--- config.mk ---
export PLATFORM = sky130hd
export DESIGN_NAME = interrupt_hub
export DESIGN_NICKNAME = d
export VERILOG_FILES = /design/src/design/interrupt_hub_pkg.sv /design/src/design/interrupt_hub.sv
export SDC_FILE = /design/constraint.sdc
export NUM_CORES = 1
export LEC_CHECK = 0
export ABC_AREA = 1
export BUFFER_PORTS_ARGS = -buffer_cell sky130_fd_sc_hd__buf_2
export CAP_MARGIN = 20
export CORE_MARGIN = 4
export CORE_UTILIZATION = 58
export CTS_CLUSTER_SIZE = 16
export DETAILED_ROUTE_END_ITERATION = 7
export MAX_ROUTING_LAYER = met4
export PLACE_DENSITY_LB_ADDON = 0.15
export REMOVE_ABC_BUFFERS = 1
export SLEW_MARGIN = 10
export SYNTH_ARGS = -nofsm -noshare
export SYNTH_HDL_FRONTEND = slang
export SYNTH_SLANG_ARGS = --single-unit
--- constraint.sdc ---
create_clock -name mclk -period 1.9 [get_ports mclk]
set_clock_uncertainty 0.05 [all_clocks]
set_input_delay 0.095 -clock mclk [delete_from_list [all_inputs] [get_ports mclk]]
set_output_delay 0.095 -clock mclk [all_outputs]
set_load 0.05 [all_outputs]
--- src/design/interrupt_hub_pkg.sv ---
// constants for the dual-line interrupt hub: map, fields, resets
// assumes an APB slave with 32-bit data, byte addresses
package interrupt_hub_pkg;
  localparam int unsigned SIG_COUNT = 16;
  localparam logic [5:0] OFS_OUTPUT_LEVELS = 6'h00;
  localparam logic [5:0] OFS_INPUT_LEVELS = 6'h04;
  localparam logic [5:0] OFS_SIGNAL_DIRECTION = 6'h08;
  localparam logic [5:0] OFS_INPUT_INVERSION = 6'h0c;
  localparam logic [5:0] OFS_DETECT_MODE_LOW = 6'h10;
  localparam logic [5:0] OFS_DETECT_MODE_HIGH = 6'h14;
  localparam logic [5:0] OFS_SOURCE_ENABLE = 6'h18;
  localparam logic [5:0] OFS_STATUS_CLEAR = 6'h1c;
  localparam logic [5:0] OFS_NORMAL_LINE_MASK = 6'h20;
  localparam logic [5:0] OFS_NORMAL_LINE_VECTOR = 6'h24;
  localparam logic [5:0] OFS_NORMAL_LINE_STATUS = 6'h28;
  localparam logic [5:0] OFS_FAST_LINE_MASK = 6'h2c;
  localparam logic [5:0] OFS_FAST_LINE_VECTOR = 6'h30;
  localparam logic [5:0] OFS_FAST_LINE_STATUS = 6'h34;
  // signal positions
  localparam int unsigned POS_PIN = 0;
  localparam int unsigned POS_GPIO = 1;
  localparam int unsigned POS_STANDBY = 7;
  localparam int unsigned POS_SWI_ONE = 14;
  localparam int unsigned POS_SWI_TWO = 15;
  // inputs that can interrupt: bits 11..1
  localparam logic [15:0] SOURCE_BITS = 16'h0ffe;
  localparam logic [15:0] RESET_ZERO = 16'h0000;
  localparam logic [15:0] RESET_MASK = 16'hffff;
  localparam logic [31:0] RESET_MASK_WORD = 32'hffffffff;
  // standby debounce
  localparam int unsigned CLOCK_HZ = 50000000;
  localparam int unsigned DEBOUNCE_US = 10;
  localparam int unsigned DEBOUNCE_CYCLES = DEBOUNCE_US * (CLOCK_HZ / 1000000);
endpackage
--- src/design/interrupt_hub.sv ---
// interrupt hub: 11 sources onto a normal and a fast active-low line
// assumes APB master on mclk; peripheral inputs synchronous to mclk
// Functional notes
// RL1: eleven inputs, each selectable for either line
// RL2: software sets direction; 15,14,0 are outputs
// RL3: input readback shows level after inversion
// RL4: outputs follow output register, ignore inversion
// RL5: level mode asserts while active level present
// RL6: level clear blocked while active and unmasked
// RL7: edge mode sets on chosen edge, inverted
// RL8: two mode bits: level, rise, fall, both
// RL9: status latches until written one to clear
// RL10: set status blocks new event registration
// RL11: edge enable sets status if already there
// RL12: software masks, configures, clears, then unmasks
// RL13: enable gates sources; reset clears enables
// RL14: normal line mask per input, resets set
// RL15: fast line mask per input, resets set
// RL16: status sets only if enabled and unmasked
// RL17: vector reports highest-priority pending per line
// RL18: lowest-numbered status bit wins priority
// RL19: line asserts while any status set
// RL20: lines active low, inverted core copies
// RL21: fast line also drives wake manager
// RL22: output bits 14 and 15 drive software interrupts
// RL23: standby input debounced before detection
// RL24: bit positions of the eleven inputs
// RL25: vector reads zero when nothing pending
`timescale 1ns/10ps
module interrupt_hub
  import interrupt_hub_pkg::*;
#(
  parameter int unsigned DEBOUNCE_LEN = DEBOUNCE_CYCLES
) (
  input wire logic mclk,
  input wire logic rst_n,
  input wire logic psel,
  input wire logic penable,
  input wire logic pwrite,
  input wire logic [31:0] paddr,
  input wire logic [31:0] pwdata,
  input wire logic [3:0] pstrb,
  output logic [31:0] prdata,
  output logic pready,
  output logic pslverr,
  input wire logic [10:0] peripheralIrq,
  input wire logic standbyPin,
  output logic irqPinOut,
  output logic irqPinOe,
  output logic normal_interrupt_line_n,
  output logic fast_interrupt_line_n,
  output logic coreNormalIrq,
  output logic coreFastIrq,
  output logic clock_wake_manager_wake,
  output logic software_interrupt_one,
  output logic software_interrupt_two
);
  if (DEBOUNCE_LEN < 1 || DEBOUNCE_LEN > 65535) begin
    $error("DEBOUNCE_LEN out of range");
  end

  logic [15:0] output_levels;
  logic [15:0] signal_direction;
  logic [15:0] input_inversion;
  logic [15:0] detect_mode_low;
  logic [15:0] detect_mode_high;
  logic [15:0] source_enable;
  logic [15:0] normal_line_mask;
  logic [15:0] fast_line_mask;
  logic [15:0] normal_line_status;
  logic [15:0] fast_line_status;
  logic [15:0] effLevel;
  logic [15:0] prevLevel;
  logic [15:0] clearHit;
  logic [15:0] normalHit;
  logic [15:0] fastHit;
  logic [15:0] prevNormalArm;
  logic [15:0] prevFastArm;
  logic [15:0] rawIn;
  logic [15:0] wantNormal;
  logic [15:0] wantFast;
  logic debSample;
  logic debState;
  logic [15:0] debCount;
  logic [15:0] next_normal;
  logic [15:0] next_fast;

  // lowest set bit index from bit 1 up, zero when bits 15..1 are empty
  function automatic logic [4:0] first_set(input logic [15:0] v);
    logic [4:0] r;
    r = 5'h00;
    for (int i = SIG_COUNT - 1; i >= 1; i--) begin
      if (v[i]) begin
        r = 5'(i);
      end
    end
    return r;
  endfunction

  wire logic [5:0] ofs = paddr[5:0];
  wire logic mapped = (paddr[31:6] == 26'h0000000) && (ofs[1:0] == 2'h0)
      && (ofs <= OFS_FAST_LINE_STATUS);
  wire logic access = psel && penable;
  // unmapped writes must not alias onto the low offsets
  wire logic wrAccess = access && pwrite && pstrb[0] && pstrb[1] && mapped;

  // RL23: standby debounce
  always_ff @(posedge mclk) begin
    if (!rst_n) begin
      debSample <= 1'b0;
      debState <= 1'b0;
      debCount <= 16'h0000;
    end else begin
      debSample <= standbyPin;
      if (debSample == debState) begin
        debCount <= 16'h0000;
      end else if (debCount >= 16'(DEBOUNCE_LEN - 1)) begin
        debCount <= 16'h0000;
        debState <= debSample;
      end else begin
        debCount <= debCount + 16'h0001;
      end
    end
  end

  // RL24: bit positions of sources
  always_comb begin
    rawIn = 16'h0000;
    rawIn[11:1] = peripheralIrq;
    rawIn[POS_STANDBY] = debState;
  end

  // RL3: inversion on inputs only
  always_comb begin
    effLevel = (rawIn ^ input_inversion) & SOURCE_BITS & ~signal_direction;
  end

  // RL5: level and edge detection
  // RL7: edge sense follows inverted level
  // RL8: mode pairs decode
  // RL11: arming edge acts as level
  always_comb begin
    for (int i = 0; i < SIG_COUNT; i++) begin
      logic rise;
      logic fall;
      rise = effLevel[i] && (!prevLevel[i] || !prevNormalArm[i]);
      fall = !effLevel[i] && (prevLevel[i] || !prevNormalArm[i]);
      unique case ({detect_mode_high[i], detect_mode_low[i]})
        2'b00: normalHit[i] = effLevel[i];
        2'b01: normalHit[i] = rise;
        2'b10: normalHit[i] = fall;
        2'b11: normalHit[i] = rise || fall;
      endcase
      rise = effLevel[i] && (!prevLevel[i] || !prevFastArm[i]);
      fall = !effLevel[i] && (prevLevel[i] || !prevFastArm[i]);
      unique case ({detect_mode_high[i], detect_mode_low[i]})
        2'b00: fastHit[i] = effLevel[i];
        2'b01: fastHit[i] = rise;
        2'b10: fastHit[i] = fall;
        2'b11: fastHit[i] = rise || fall;
      endcase
      // RL16: gated by enable and line mask
      normalHit[i] = normalHit[i] && wantNormal[i];
      fastHit[i] = fastHit[i] && wantFast[i];
    end
  end

  // RL1: any source to either line
  // RL13: enable gates
  // RL14: normal mask
  // RL15: fast mask
  always_comb begin
    wantNormal = source_enable & ~normal_line_mask & SOURCE_BITS;
    wantFast = source_enable & ~fast_line_mask & SOURCE_BITS;
  end

  always_comb begin
    clearHit = 16'h0000;
    if (wrAccess && ofs == OFS_STATUS_CLEAR) begin
      clearHit = pwdata[15:0];
    end
  end

  always_ff @(posedge mclk) begin
    if (!rst_n) begin
      prevLevel <= RESET_ZERO;
      prevNormalArm <= RESET_ZERO;
      prevFastArm <= RESET_ZERO;
    end else begin
      prevLevel <= effLevel;
      prevNormalArm <= wantNormal;
      prevFastArm <= wantFast;
    end
  end

  // RL9: latch until cleared
  // RL6: active level keeps bit
  // RL10: set bit absorbs events
  always_ff @(posedge mclk) begin
    if (!rst_n) begin
      normal_line_status <= RESET_ZERO;
      fast_line_status <= RESET_ZERO;
    end else begin
      normal_line_status <= (normal_line_status & ~clearHit) | normalHit;
      fast_line_status <= (fast_line_status & ~clearHit) | fastHit;
    end
  end

  // register writes; reserved bits kept zero except masks
  always_ff @(posedge mclk) begin
    if (!rst_n) begin
      output_levels <= RESET_ZERO;
      signal_direction <= RESET_ZERO;
      input_inversion <= RESET_ZERO;
      detect_mode_low <= RESET_ZERO;
      detect_mode_high <= RESET_ZERO;
      source_enable <= RESET_ZERO;
      normal_line_mask <= RESET_MASK;
      fast_line_mask <= RESET_MASK;
    end else if (wrAccess) begin
      unique case (ofs)
        OFS_OUTPUT_LEVELS: output_levels <= pwdata[15:0];
        OFS_SIGNAL_DIRECTION: signal_direction <= pwdata[15:0];
        OFS_INPUT_INVERSION: input_inversion <= pwdata[15:0];
        OFS_DETECT_MODE_LOW: detect_mode_low <= pwdata[15:0];
        OFS_DETECT_MODE_HIGH: detect_mode_high <= pwdata[15:0];
        OFS_SOURCE_ENABLE: source_enable <= pwdata[15:0];
        OFS_NORMAL_LINE_MASK: normal_line_mask <= pwdata[15:0];
        OFS_FAST_LINE_MASK: fast_line_mask <= pwdata[15:0];
        default: ;
      endcase
    end
  end

  // zero-wait slave: ready during every access
  always_ff @(posedge mclk) begin
    if (!rst_n) begin
      prdata <= 32'h00000000;
      pready <= 1'b0;
      pslverr <= 1'b0;
    end else begin
      pready <= psel && !penable;
      pslverr <= psel && !penable && !mapped;
      prdata <= 32'h00000000;
      if (psel && !penable && !pwrite && mapped) begin
        unique case (ofs)
          OFS_OUTPUT_LEVELS: prdata <= {16'h0000, output_levels};
          OFS_INPUT_LEVELS: prdata <= {16'h0000, effLevel};
          OFS_SIGNAL_DIRECTION: prdata <= {16'h0000, signal_direction};
          OFS_INPUT_INVERSION: prdata <= {16'h0000, input_inversion};
          OFS_DETECT_MODE_LOW: prdata <= {16'h0000, detect_mode_low};
          OFS_DETECT_MODE_HIGH: prdata <= {16'h0000, detect_mode_high};
          OFS_SOURCE_ENABLE: prdata <= {16'h0000, source_enable};
          OFS_NORMAL_LINE_MASK: prdata <= {16'hffff, normal_line_mask};
          // RL17: vector readback
          // RL18: lowest bit wins
          // RL25: zero when empty
          OFS_NORMAL_LINE_VECTOR:
            prdata <= {27'h0000000, first_set(normal_line_status)};
          OFS_NORMAL_LINE_STATUS: prdata <= {16'h0000, normal_line_status};
          OFS_FAST_LINE_MASK: prdata <= {16'hffff, fast_line_mask};
          OFS_FAST_LINE_VECTOR:
            prdata <= {27'h0000000, first_set(fast_line_status)};
          OFS_FAST_LINE_STATUS: prdata <= {16'h0000, fast_line_status};
          default: prdata <= 32'h00000000;
        endcase
      end
    end
  end

  // RL19: any status asserts line
  // RL20: active low, inverted core copies
  // RL21: fast line to wake manager
  // RL4: outputs from output register
  // RL22: software interrupt bits
  always_ff @(posedge mclk) begin
    if (!rst_n) begin
      normal_interrupt_line_n <= 1'b1;
      fast_interrupt_line_n <= 1'b1;
      coreNormalIrq <= 1'b0;
      coreFastIrq <= 1'b0;
      clock_wake_manager_wake <= 1'b0;
      software_interrupt_one <= 1'b0;
      software_interrupt_two <= 1'b0;
      irqPinOut <= 1'b0;
      irqPinOe <= 1'b0;
    end else begin
      normal_interrupt_line_n <= ~(|next_normal);
      fast_interrupt_line_n <= ~(|next_fast);
      coreNormalIrq <= |next_normal;
      coreFastIrq <= |next_fast;
      clock_wake_manager_wake <= |next_fast;
      software_interrupt_one <= output_levels[POS_SWI_ONE]
          && signal_direction[POS_SWI_ONE];
      software_interrupt_two <= output_levels[POS_SWI_TWO]
          && signal_direction[POS_SWI_TWO];
      irqPinOut <= output_levels[POS_PIN];
      irqPinOe <= signal_direction[POS_PIN];
    end
  end

  always_comb begin
    next_normal = (normal_line_status & ~clearHit) | normalHit;
    next_fast = (fast_line_status & ~clearHit) | fastHit;
  end
  // RL9: bit stays until cleared
  property p_status_hold;
    @(posedge mclk) disable iff (!rst_n)
      (normal_line_status[POS_GPIO] && !clearHit[POS_GPIO])
      |=> normal_line_status[POS_GPIO];
  endproperty
  a_status_hold: assert property (p_status_hold) // RL9
    else $error("status bit dropped without clear");
  property p_level_keep;
    @(posedge mclk) disable iff (!rst_n)
      (detect_mode_low[POS_GPIO] == 1'b0 && detect_mode_high[POS_GPIO] == 1'b0
       && wantNormal[POS_GPIO] && effLevel[POS_GPIO])
      |=> normal_line_status[POS_GPIO];
  endproperty
  a_level_keep: assert property (p_level_keep) // RL6
    else $error("level status cleared while active");
  property p_gate;
    @(posedge mclk) disable iff (!rst_n)
      (!wantFast[POS_GPIO] && !fast_line_status[POS_GPIO])
      |=> !fast_line_status[POS_GPIO];
  endproperty
  a_gate: assert property (p_gate) // RL16
    else $error("fast status set while gated");
  property p_line;
    @(posedge mclk) disable iff (!rst_n)
      (|normal_line_status) |-> !normal_interrupt_line_n;
  endproperty
  a_line: assert property (p_line) // RL19
    else $error("normal line idle with status set");
  property p_core;
    @(posedge mclk) disable iff (!rst_n)
      coreFastIrq == !fast_interrupt_line_n;
  endproperty
  a_core: assert property (p_core) // RL20
    else $error("core copy not inverse of line");
  property p_wake;
    @(posedge mclk) disable iff (!rst_n)
      clock_wake_manager_wake == coreFastIrq;
  endproperty
  a_wake: assert property (p_wake) // RL21
    else $error("wake output differs from fast line");
  property p_swi;
    @(posedge mclk) disable iff (!rst_n)
      $rose(output_levels[POS_SWI_ONE]) && signal_direction[POS_SWI_ONE]
      && $stable(signal_direction) |=> software_interrupt_one;
  endproperty
  a_swi: assert property (p_swi) // RL22
    else $error("software interrupt one not driven");
  property p_rise;
    @(posedge mclk) disable iff (!rst_n)
      (detect_mode_low[POS_GPIO] && !detect_mode_high[POS_GPIO]
       && wantNormal[POS_GPIO] && prevNormalArm[POS_GPIO]
       && $rose(effLevel[POS_GPIO])) |=> normal_line_status[POS_GPIO];
  endproperty
  a_rise: assert property (p_rise) // RL7
    else $error("rising edge missed");
  property p_reset_mask;
    @(posedge mclk) $fell(rst_n) |=> normal_line_mask == RESET_MASK
      && fast_line_mask == RESET_MASK && source_enable == RESET_ZERO;
  endproperty
  a_reset_mask: assert property (p_reset_mask) // RL13
    else $error("reset values wrong");
endmodule

After elaboration in Yosys (flattened, before gate mapping)
Index checks and enable logic that the tools add are counted.
{"block": "op_classes", "n_addsub": 1, "n_eq_ne": 47, "n_reduce_logical": 220, "mux": 54, "bitwise": 16, "magnitude_cmp": 2}
{"operator": "one-hot mux 32 bit (13 select lines)", "n": 1}
{"operator": "2-to-1 mux 5 bit", "n": 28}
{"operator": "one-hot mux 1 bit (4 select lines)", "n": 22}
{"operator": "logical AND 1 bit", "n": 80}
{"operator": "logical OR 1 bit", "n": 66}
{"operator": "zero test 1 bit", "n": 47}
{"operator": "== test 2 bit, second input constant", "n": 22}
{"operator": "== test 6 bit, second input constant", "n": 6}
{"operator": "AND 16 bit", "n": 2}
{"operator": "inverter 16 bit", "n": 2}
{"operator": "OR 16 x 12 -> 16 bit", "n": 2}
{"operator": "OR reduction 16 bit", "n": 2}
{"operator": "zero test 26 bit", "n": 1}
{"operator": "AND 12 bit", "n": 2}
{"operator": "== test 6 x 5 -> 1 bit, second input constant", "n": 4}
{"operator": "zero test 2 bit", "n": 12}
{"operator": "inverter 12 bit", "n": 2}
{"operator": "== test 2 x 1 -> 1 bit, second input constant", "n": 11}
{"operator": "AND reduction 2 bit", "n": 10}
{"operator": "adder 16 x 1 -> 16 bit, second input constant", "n": 1}
{"operator": "AND 12 x 16 -> 16 bit", "n": 1}
{"operator": "greater-or-equal comparator 16 x 9 -> 1 bit, second input constant", "n": 1}
{"operator": "2-to-1 mux 16 bit", "n": 1}
{"operator": "== test 6 x 4 -> 1 bit, second input constant", "n": 2}
{"operator": "8 further kinds", "n": 12}
{"block": "word_totals", "register_bits": 254, "word_cells": 367, "inputBits": 85, "out_inout_bits": 43}

Depth between registers and ports, before layout
Gate-level depths: netlist of run 1.
{"block": "logic_depth", "ltp_word": 16, "mapped_depth": 19, "ltp_nobuf": 19}

Worst setup path before layout of run 1
OpenSTA, ideal clock, no wires.
{"block": "synth_path", "kind": "in2reg", "from": "in paddr[1]", "to": "reg clock_wake_manager_wake", "setup_ps": 108, "n_path_buf": 1, "required_ps": 1742, "slack_ps": 287, "arrival_time_ps": 1454, "cell_stages": 12, "path_cell_list": "nor2_4 -> nand4_2 -> nor3_4 -> and2_4 -> buf_6 -> nand3_1 -> nand2_1 -> nand3_1 -> nor2_1 -> nand2_1 -> nand2_2 -> inv_2"}
{"block": "synth_via", "elab_chain_len": 10, "elab_cells_between_ends": 12, "cone_classes": "order compare: 1; eq/ne: 1; mux: 1; bitwise: 3; reduce/logical: 6"}
{"element": "start: declaration", "line_no": "interrupt_hub.sv:40", "source": "input wire logic [31:0] paddr,"}
{"element": "parallel branches: the longest is 4 deep, another holds <= comparator 6 bit"}
{"element": "logical AND 1 bit *", "line_no": "interrupt_hub.sv:179", "source": "if (wrAccess && ofs == OFS_STATUS_CLEAR) begin"}
{"element": "2-to-1 mux 16 bit *", "line_no": "interrupt_hub.sv:179"}
{"element": "inverter 16 bit *", "line_no": "interrupt_hub.sv:304", "source": "next_fast = (fast_line_status & ~clearHit) | fastHit;"}
{"element": "AND 16 bit *", "line_no": "interrupt_hub.sv:304"}
{"element": "OR 16 x 12 -> 16 bit *", "line_no": "interrupt_hub.sv:304"}
{"element": "OR reduction 16 bit *", "line_no": "interrupt_hub.sv:292", "source": "clock_wake_manager_wake <= |next_fast;"}
{"element": "end signal: assignment", "line_no": "interrupt_hub.sv:292"}
{"element": "end: declaration", "line_no": "interrupt_hub.sv:54", "source": "output logic clock_wake_manager_wake,"}
Every way passes the cells marked *.
A chain may end at the register's enable or synchronous reset.

Worst setup path in the final report of run 1
{"block": "layout_path", "from": "reg input_inversion[11]", "to": "reg fast_interrupt_line_n"}
{"block": "layout_via", "elab_chain_len": 10, "elab_cells_between_ends": 11, "cone_classes": "mux: 1; bitwise: 4; reduce/logical: 6"}
{"element": "start: declaration", "line_no": "interrupt_hub.sv:64", "source": "logic [15:0] input_inversion;"}
{"element": "start signal: assignment", "line_no": "interrupt_hub.sv:224", "source": "OFS_INPUT_INVERSION: input_inversion <= pwdata[15:0];"}
{"element": "XOR 12 bit *", "line_no": "interrupt_hub.sv:135", "source": "effLevel = (rawIn ^ input_inversion) & SOURCE_BITS & ~signal_direction;"}
{"element": "AND 12 x 16 -> 16 bit *", "line_no": "interrupt_hub.sv:135"}
{"element": "zero test 1 bit", "line_no": "interrupt_hub.sv:155", "source": "fall = !effLevel[i] && (prevLevel[i] || !prevFastArm[i]);"}
{"element": "logical AND 1 bit", "line_no": "interrupt_hub.sv:155"}
{"element": "logical OR 1 bit", "line_no": "interrupt_hub.sv:160", "source": "2'b11: fastHit[i] = rise || fall;"}
{"element": "one-hot mux 1 bit (4 select lines) *", "line_no": "interrupt_hub.sv:156", "source": "unique case ({detect_mode_high[i], detect_mode_low[i]})"}
{"element": "logical AND 1 bit *", "line_no": "interrupt_hub.sv:164", "source": "fastHit[i] = fastHit[i] && wantFast[i];"}
{"element": "OR 16 x 12 -> 16 bit *", "line_no": "interrupt_hub.sv:304"}
{"element": "OR reduction 16 bit *", "line_no": "interrupt_hub.sv:289", "source": "fast_interrupt_line_n <= ~(|next_fast);"}
{"element": "inverter 1 bit *", "line_no": "interrupt_hub.sv:289"}
{"element": "end signal: assignment", "line_no": "interrupt_hub.sv:289"}
{"element": "end: declaration", "line_no": "interrupt_hub.sv:51", "source": "output logic fast_interrupt_line_n,"}
Every way passes the cells marked *; elsewhere a longest branch is shown, timed or not.

==> results.sh, run 1 <==
export IMPL_status="finished, violations left"
export IMPL_violations="hold timing"
export IMPL_seq_power_share=0.499
export IMPL_wl_per_cell_um=18.1
export IMPL_clock_path_buffers=3
export IMPL_required_ns=2.24
export IMPL_num_vias=10800
export IMPL_pwr_share_comb=0.049
export IMPL_syn_instance_count=1461
export IMPL_p_leak_nw=5.58
export IMPL_timing_final_ws_setup_ns=0.101
export IMPL_async_flop_share=0
export IMPL_worstPathArrival_ns=2.14
export IMPL_fillers=1467
export IMPL_fp_row_count=49
export IMPL_drive_above_1_share=0.171
export IMPL_place_congestion=1.06
export IMPL_period_minus_slack_ns=1.80
export IMPL_fin_nets=1715
export IMPL_multi_input_area_um2=4780
export IMPL_synth_seq_area_share=0.448
export IMPL_routed_wl_um=33900
export IMPL_p_sw_mw=2.25
export IMPL_grt_total_usage=0.329
export IMPL_synth_area_top_cells="dfxtp_1 45%, nand2_1 10%, a21oi_1 6.7%"
export IMPL_cts_tree="built"
export IMPL_design_area_um2=13000
export IMPL_io_pins=128
export IMPL_io_buffers=108
export IMPL_hold_ws_ns=-0.0373
export IMPL_cts_reportedPaths_clkPinSlew_ns=0.06
export IMPL_start_kind="register"
export IMPL_dieHeight_um=143
export IMPL_p_int_mw=7.83
export IMPL_place_ws_ns=-0.0717
export IMPL_grt_antenna_before_repair=1
export IMPL_drc=0
export IMPL_avgViaCountPerCell=5.79
export IMPL_grt_pass1_wl_um=52000
export IMPL_cts_sinks=238
export IMPL_critical_path_class="reg -> reg"
export IMPL_final_max_slew_viol_count=0
export IMPL_p_sw_frac=0.223
export IMPL_hp_class="in -> reg"
export IMPL_synth_top_area_share=0.448
export IMPL_dr_pass1_iters=6
export IMPL_synth_distinct_cells=46
export IMPL_htree_num_levels=1
export IMPL_ys_warnings_count=0
export IMPL_clk_latency_ns=0.52
export IMPL_hold_violations=1
export IMPL_dr_first_iter_drc_count=1131
export IMPL_cts_inserted_buffers=25
export IMPL_cp_max_fo=7
export IMPL_max_slew_worst_pin_slew_ns=0.549
export IMPL_dieWidth_um=143
export IMPL_maxCapViolCount=0
export IMPL_grt_busiest_layer="met2"
export IMPL_synth_edff_count=0
export IMPL_max_slew_margin_rel=0.634
export IMPL_clockPowerShare=0.452
export IMPL_ff_latch_area_um2=4770
export IMPL_syn_area_um2=10600
export IMPL_ys_ff_latch=238
export IMPL_met1_usage=0.429
export IMPL_tns_ns=0
export IMPL_place_hpwl_um=23200
export IMPL_synthFlopType="dfxtp_1"
export IMPL_endpoint_kind="register"
export IMPL_area_growth_pct=22.5
export IMPL_antenna_left=0
export IMPL_use_met2=0.519
export IMPL_use_met3=0.0562
export IMPL_utilization=0.722
export IMPL_dieArea_um2=20600
export IMPL_placed_area_um2=11800
export IMPL_finalSetupViolations=0
export IMPL_grt_pass1_vias=9957
export IMPL_fmax_mhz=556
export IMPL_coreArea_um2=18000
export IMPL_peakVddDrop_v=0.000747
export IMPL_powerDensity_nw_per_um2=774
export IMPL_synth_area_leader_cell="dfxtp_1"
export IMPL_grt_setup_unrepaired="yes"
export IMPL_syn_area_per_cell_um2=7.28
export IMPL_grt_start_max_net_pins=106
export IMPL_initial_core_util=0.590
export IMPL_period_share=0.947
export IMPL_cts_root_buffer="clkbuf_16"
export IMPL_globalRoute_totalOverflow=0
[layout by cell type, fill, tap and decap left out, types with 7 or more instances in the layout]
cell	instances
nand3_1	107
inv_1	180
dlygate4sd3_1	30
o22ai_1	41
dfxtp_1	233
clkbuf_16	25
o211ai_1	39
nand4_1	18
a211oi_1	10
conb_1	7
nor4_1	9
nand2_1	284
a221oi_1	15
buf_2	108
nand3_2	11
o21ai_0	69
nand2_2	7
nor2_1	104
a21oi_1	142
buf_12	16
inv_2	7
buf_4	73
nor3_1	27
[layout make-up]
class / count / share of cell area
tap: 229 / 0.0220
clock buffer: 36 / 0.0558
multi-input combinational: 946 / 0.367
timing repair buffer: 227 / 0.131
clock inverter: 4 / 0.00183
inverter: 191 / 0.0552
antenna: 1 / 0.000192
sequential: 238 / 0.367
[cells in the mapped netlist (all sizes together), types with 3 or more instances]
| cell type | instances |
|---|---|
| o21ai | 74 |
| nand2 | 291 |
| a41oi | 3 |
| nand3b | 6 |
| o211ai | 39 |
| xor2 | 3 |
| nand3 | 118 |
| o221ai | 5 |
| o2111ai | 3 |
| nand4 | 19 |
| clkinv | 4 |
| buf | 46 |
| a211oi | 10 |
| a2111oi | 3 |
| nor3 | 29 |
| a221oi | 15 |
| o22ai | 41 |
| nor2 | 109 |
| clkbuf | 46 |
| a21oi | 143 |
| or2 | 4 |
| dfxtp | 238 |
| nor4 | 9 |
| a22oi | 4 |
| inv | 187 |
[routing by layer]
layer  wire length (µm)  part of all wire
met1              14100              0.42
met2              15400              0.45
met3               3300             0.097
met4               1110             0.033
met5                  0                 0
[final timing paths]
path | start | slack (ns) | cells after the start | endpoint
setup / recovery | input_inversion[11]$_SDFFE_PN0P_ | 0.10 | 11 | fast_interrupt_line_n$_SDFF_PN1_
setup reg to reg | input_inversion[11]$_SDFFE_PN0P_ | 0.10 | 11 | fast_interrupt_line_n$_SDFF_PN1_
hold reg to reg | fast_line_mask[3]$_SDFFE_PN1P_ | 0.37 | 1 | prevFastArm[3]$_SDFF_PN0_
hold / removal | peripheralIrq[2] | -0.04 | 4 | prevLevel[3]$_SDFF_PN0_
[cells by family after synthesis]
family | synth area share
xor gates and xnor gates | 0.00330
other | 0.000353
AOI/OAI and AO/OA | 0.193
adders and majority gates | 0.00118
buffers and inverters | 0.112
and+or+nand+nor | 0.242
DFF | 0.448
[registers in the layout, summed over array words and instances (netlist names), 16 cells and up]
signal,flops
debCount,16
detect_mode_high,16
detect_mode_low,16
fast_line_mask,16
fast_line_status,16
input_inversion,16
normal_line_mask,16
normal_line_status,16
output_levels,16
prdata,17
signal_direction,16
source_enable,16
[timing repair]
action,4_1_cts,5_1_grt
pin swaps,0,11
hold endpoints to repair,144,0
resized for setup,1,28
setup buffers,0,4
endpoints found under the setup margin,2,5
hold buffers,30,0
[stage by stage]
| step | cells | total power, mW |
|---|---|---|
| 4_1_cts | 1867 | 10.1 |
| 3_5_place_dp | 1797 | 5.57 |
| 3_3_place_gp | 1797 | 5.56 |
| 2_1_floorplan | 1375 | 5.30 |
| 6_report | 1872 | 10.1 |
| 5_1_grt | 1872 | 10.4 |
[critical path, cell delays in order (launching register included)]
cell,delay [ns]
dfxtp_2,0.36
a21oi_1,0.23
o21ai_4,0.12
nand3b_1,0.19
o211ai_1,0.11
nand3_1,0.13
nand2_1,0.10
nor2_1,0.05
nand2_1,0.08
nor2_2,0.06
nand2_1,0.11
nand2_2,0.07
[power groups by stage]
| stage | Sequential (mW) | Combinational (mW) | Clock [mW] |
|---|---|---|---|
| after floorplan | 5.14 | 0.164 | 0 |
| after global placement | 5.14 | 0.422 | 0 |
| after detailed placement | 5.14 | 0.428 | 0 |
| after CTS | 5.03 | 0.477 | 4.58 |
| after global routing | 5.03 | 0.538 | 4.83 |
| final | 5.03 | 0.497 | 4.55 |
(Power assumes the default switching activity.)
==> run 2, diff against run 1 <==
- CORE_UTILIZATION: 58 -> 35
==> run 2 against run 1 <==
Net effect: core utilization decreased by 26 points; routed wire length is 9.7% higher; global-route usage decreased by 11 points; cell area up 4.8%; highest routed layer unchanged; worst setup slack worse by 0.031 ns; combinational power is 5.4% higher; first-iteration DRC count shrank 42%; critical endpoint is now clock_wake_manager_wake$_SDFF_PN0_; sequential power about the same; die area is 62% higher; the run still ends with hold timing left; total power up 12%; flip-flop and latch count unchanged.
==> results.sh, run 2 (synthesis gave the netlist of run 1 again) <==
export IMPL_largest_register_ffs=17
export IMPL_powerDensity_nw_per_um2=826
export IMPL_antenna_left=0
export IMPL_peakVddDrop_v=0.000724
export IMPL_fp_row_count=63
export IMPL_use_met3=0.0297
export IMPL_htree_num_levels=1
export IMPL_cp_max_fo=4
export IMPL_grt_antenna_before_repair=0
export IMPL_dieArea_um2=33200
export IMPL_drc=0
export IMPL_wl_per_cell_um=18.0
export IMPL_cts_sinks=238
export IMPL_max_slew_margin_rel=0.517
export IMPL_dieWidth_um=182
export IMPL_routed_wl_um=37200
export IMPL_layout_common_cells="282 x nand2_1, 234 x dfxtp_1, 182 x inv_1"
export IMPL_timing_final_ws_setup_ns=0.0699
export IMPL_cts_inserted_buffers=28
export IMPL_grt_total_usage=0.223
export IMPL_place_inst=1987
export IMPL_initial_core_util=0.357
export IMPL_fin_cells=2070
export IMPL_largest_register="prdata"
export IMPL_hp_class="in -> reg"
export IMPL_required_ns=2.29
export IMPL_reg2reg_slack_ns=0.07
export IMPL_endpoint_kind="register"
export IMPL_utilization=0.458
export IMPL_dr_first_iter_drc_count=659
export IMPL_area_growth_pct=28.4
export IMPL_final_max_slew_viol_count=0
export IMPL_hold_ws_ns=-0.0330
export IMPL_clk_latency_ns=0.55
export IMPL_met1_usage=0.299
export IMPL_avgViaCountPerCell=5.12
export IMPL_worstPathArrival_ns=2.22
export IMPL_total_power_mw=11.3
export IMPL_grt_start_max_net_pins=106
export IMPL_ff_latch_area_um2=4770
export IMPL_multi_input_area_um2=4760
export IMPL_globalRoute_totalOverflow=0
export IMPL_cts_reportedPaths_clkPinSlew_ns=0.06
export IMPL_grt_setup_unrepaired="yes"
export IMPL_fmax_mhz=546
export IMPL_drive_above_1_share=0.188
export IMPL_dieHeight_um=182
export IMPL_period_minus_slack_ns=1.83
export IMPL_place_hpwl_um=26500
export IMPL_io_pins=128
export IMPL_coreArea_um2=29800
export IMPL_period_share=0.963
export IMPL_start_kind="register"
export IMPL_fillers=3100
export IMPL_maxCapViolCount=0
export IMPL_use_met2=0.352
export IMPL_antenna_cells=0
export IMPL_r2r_cells=13
export IMPL_grt_pass1_vias=10000
export IMPL_grt_pass1_wl_um=57300
export IMPL_status="finished, violations left"
export IMPL_reg2reg_from="input_inversion[6]$_SDFFE_PN0P_"
export IMPL_hold_violations=1
export IMPL_fin_nets=1746
export IMPL_cp_endpoint="clock_wake_manager_wake$_SDFF_PN0_"
export IMPL_clock_path_buffers=3
export IMPL_num_vias=10600
export IMPL_cts_root_buffer="clkbuf_16"
export IMPL_layout_commonest_cell="nand2_1"
export IMPL_place_congestion=0.919
export IMPL_place_ws_ns=-0.205
export IMPL_finalSetupViolations=0
export IMPL_cts_tree="built"
export IMPL_dr_pass1_iters=7
export IMPL_crit_start="input_inversion[6]$_SDFFE_PN0P_"
export IMPL_grt_busiest_layer="met2"
export IMPL_r2r_end="clock_wake_manager_wake$_SDFF_PN0_"
export IMPL_critical_path_class="reg -> reg"
export IMPL_io_buffers=108
export IMPL_p_leak_nw=5.81
export IMPL_max_slew_worst_pin_slew_ns=0.706
export IMPL_violations="hold timing"
## run 2: cell count changes in the layout (fill, tap and decap cells not counted), moves of 3 or more
| cell | previous run | this run |
|---|---|---|
| buf_4 | 73 | 100 |
| nand3_1 | 107 | 114 |
| nor2_1 | 104 | 100 |
| nor2_2 | 2 | 5 |
| clkbuf_8 | 6 | 3 |
| clkbuf_16 | 25 | 29 |
| clkinv_2 | 4 | 8 |
| bufinv_16 | 0 | 5 |
| nand3_2 | 11 | 4 |
## run 2: worst min-delay path by stage
stage / start / to / depth (start not counted)
finish: peripheralIrq[3] / prevLevel[4]$_SDFF_PN0_ / 4
global route: peripheralIrq[3] / prevLevel[4]$_SDFF_PN0_ / 4
CTS: peripheralIrq[3] / prevLevel[4]$_SDFF_PN0_ / 4
detailed placement: standbyPin / debSample$_SDFF_PN0_ / 3
global placement: standbyPin / debSample$_SDFF_PN0_ / 3
floorplan: penable / pslverr$_SDFF_PN0_ / 1
## run 2: critical path: stages, from the launching register on
cell and delay [ns]:
dfxtp_1 0.34, or2_2 0.29, nand3_1 0.09, inv_1 0.09
nand3_1 0.09, nand3_1 0.08, nand3_1 0.12, nand2_1 0.11
nor2_2 0.13, nand2_2 0.07, nor2_2 0.10, nand2_1 0.06
nand2_2 0.06, inv_2 0.03
## run 2: repair_timing
| item | 4_1_cts | 5_1_grt |
|---|---|---|
| gates resized for setup | 1 | 27 |
| endpoints found under the hold margin | 155 | 0 |
| setup buffers | 0 | 3 |
| pin swaps | 0 | 7 |
| hold buffers | 30 | 0 |
| endpoints found under the setup margin | 1 | 4 |
## run 2: layout make-up
class,instances,area share
Inverter,191,0.0526
Clock inverter,14,0.0147
Multi-Input combinational cell,946,0.349
Timing Repair Buffer,255,0.141
Tap cell,390,0.0358
Clock buffer,36,0.0573
Sequential cell,238,0.350
## run 2: metal layers
| metal | wire [µm] | vias up |
|---|---|---|
| li1 | - | 5271 |
| met1 | 17000 | 4930 |
| met2 | 16900 | 316 |
| met3 | 2190 | 81 |
| met4 | 1190 | 0 |
| met5 | 0 | - |
## run 2: through the flow
| step | setup TNS (ns) | instance area (µm²) |
|---|---|---|
| finish | 0 | 13600 |
| global route | -0.153 | 13600 |
| CTS | 0 | 13500 |
| detailed placement | -1.35 | 12300 |
| global placement | -1.19 | 12300 |
| floorplan | -110.31 | 10200 |
## run 2: where the power goes
| group | switching (mW) | total (mW) | leakage, nW | internal [mW] |
|---|---|---|---|---|
| logic | 0.314 | 0.524 | 3.40 | 0.210 |
| registers | 0.0128 | 5.03 | 1.93 | 5.01 |
| clock network | 2.16 | 5.72 | 0.482 | 3.56 |
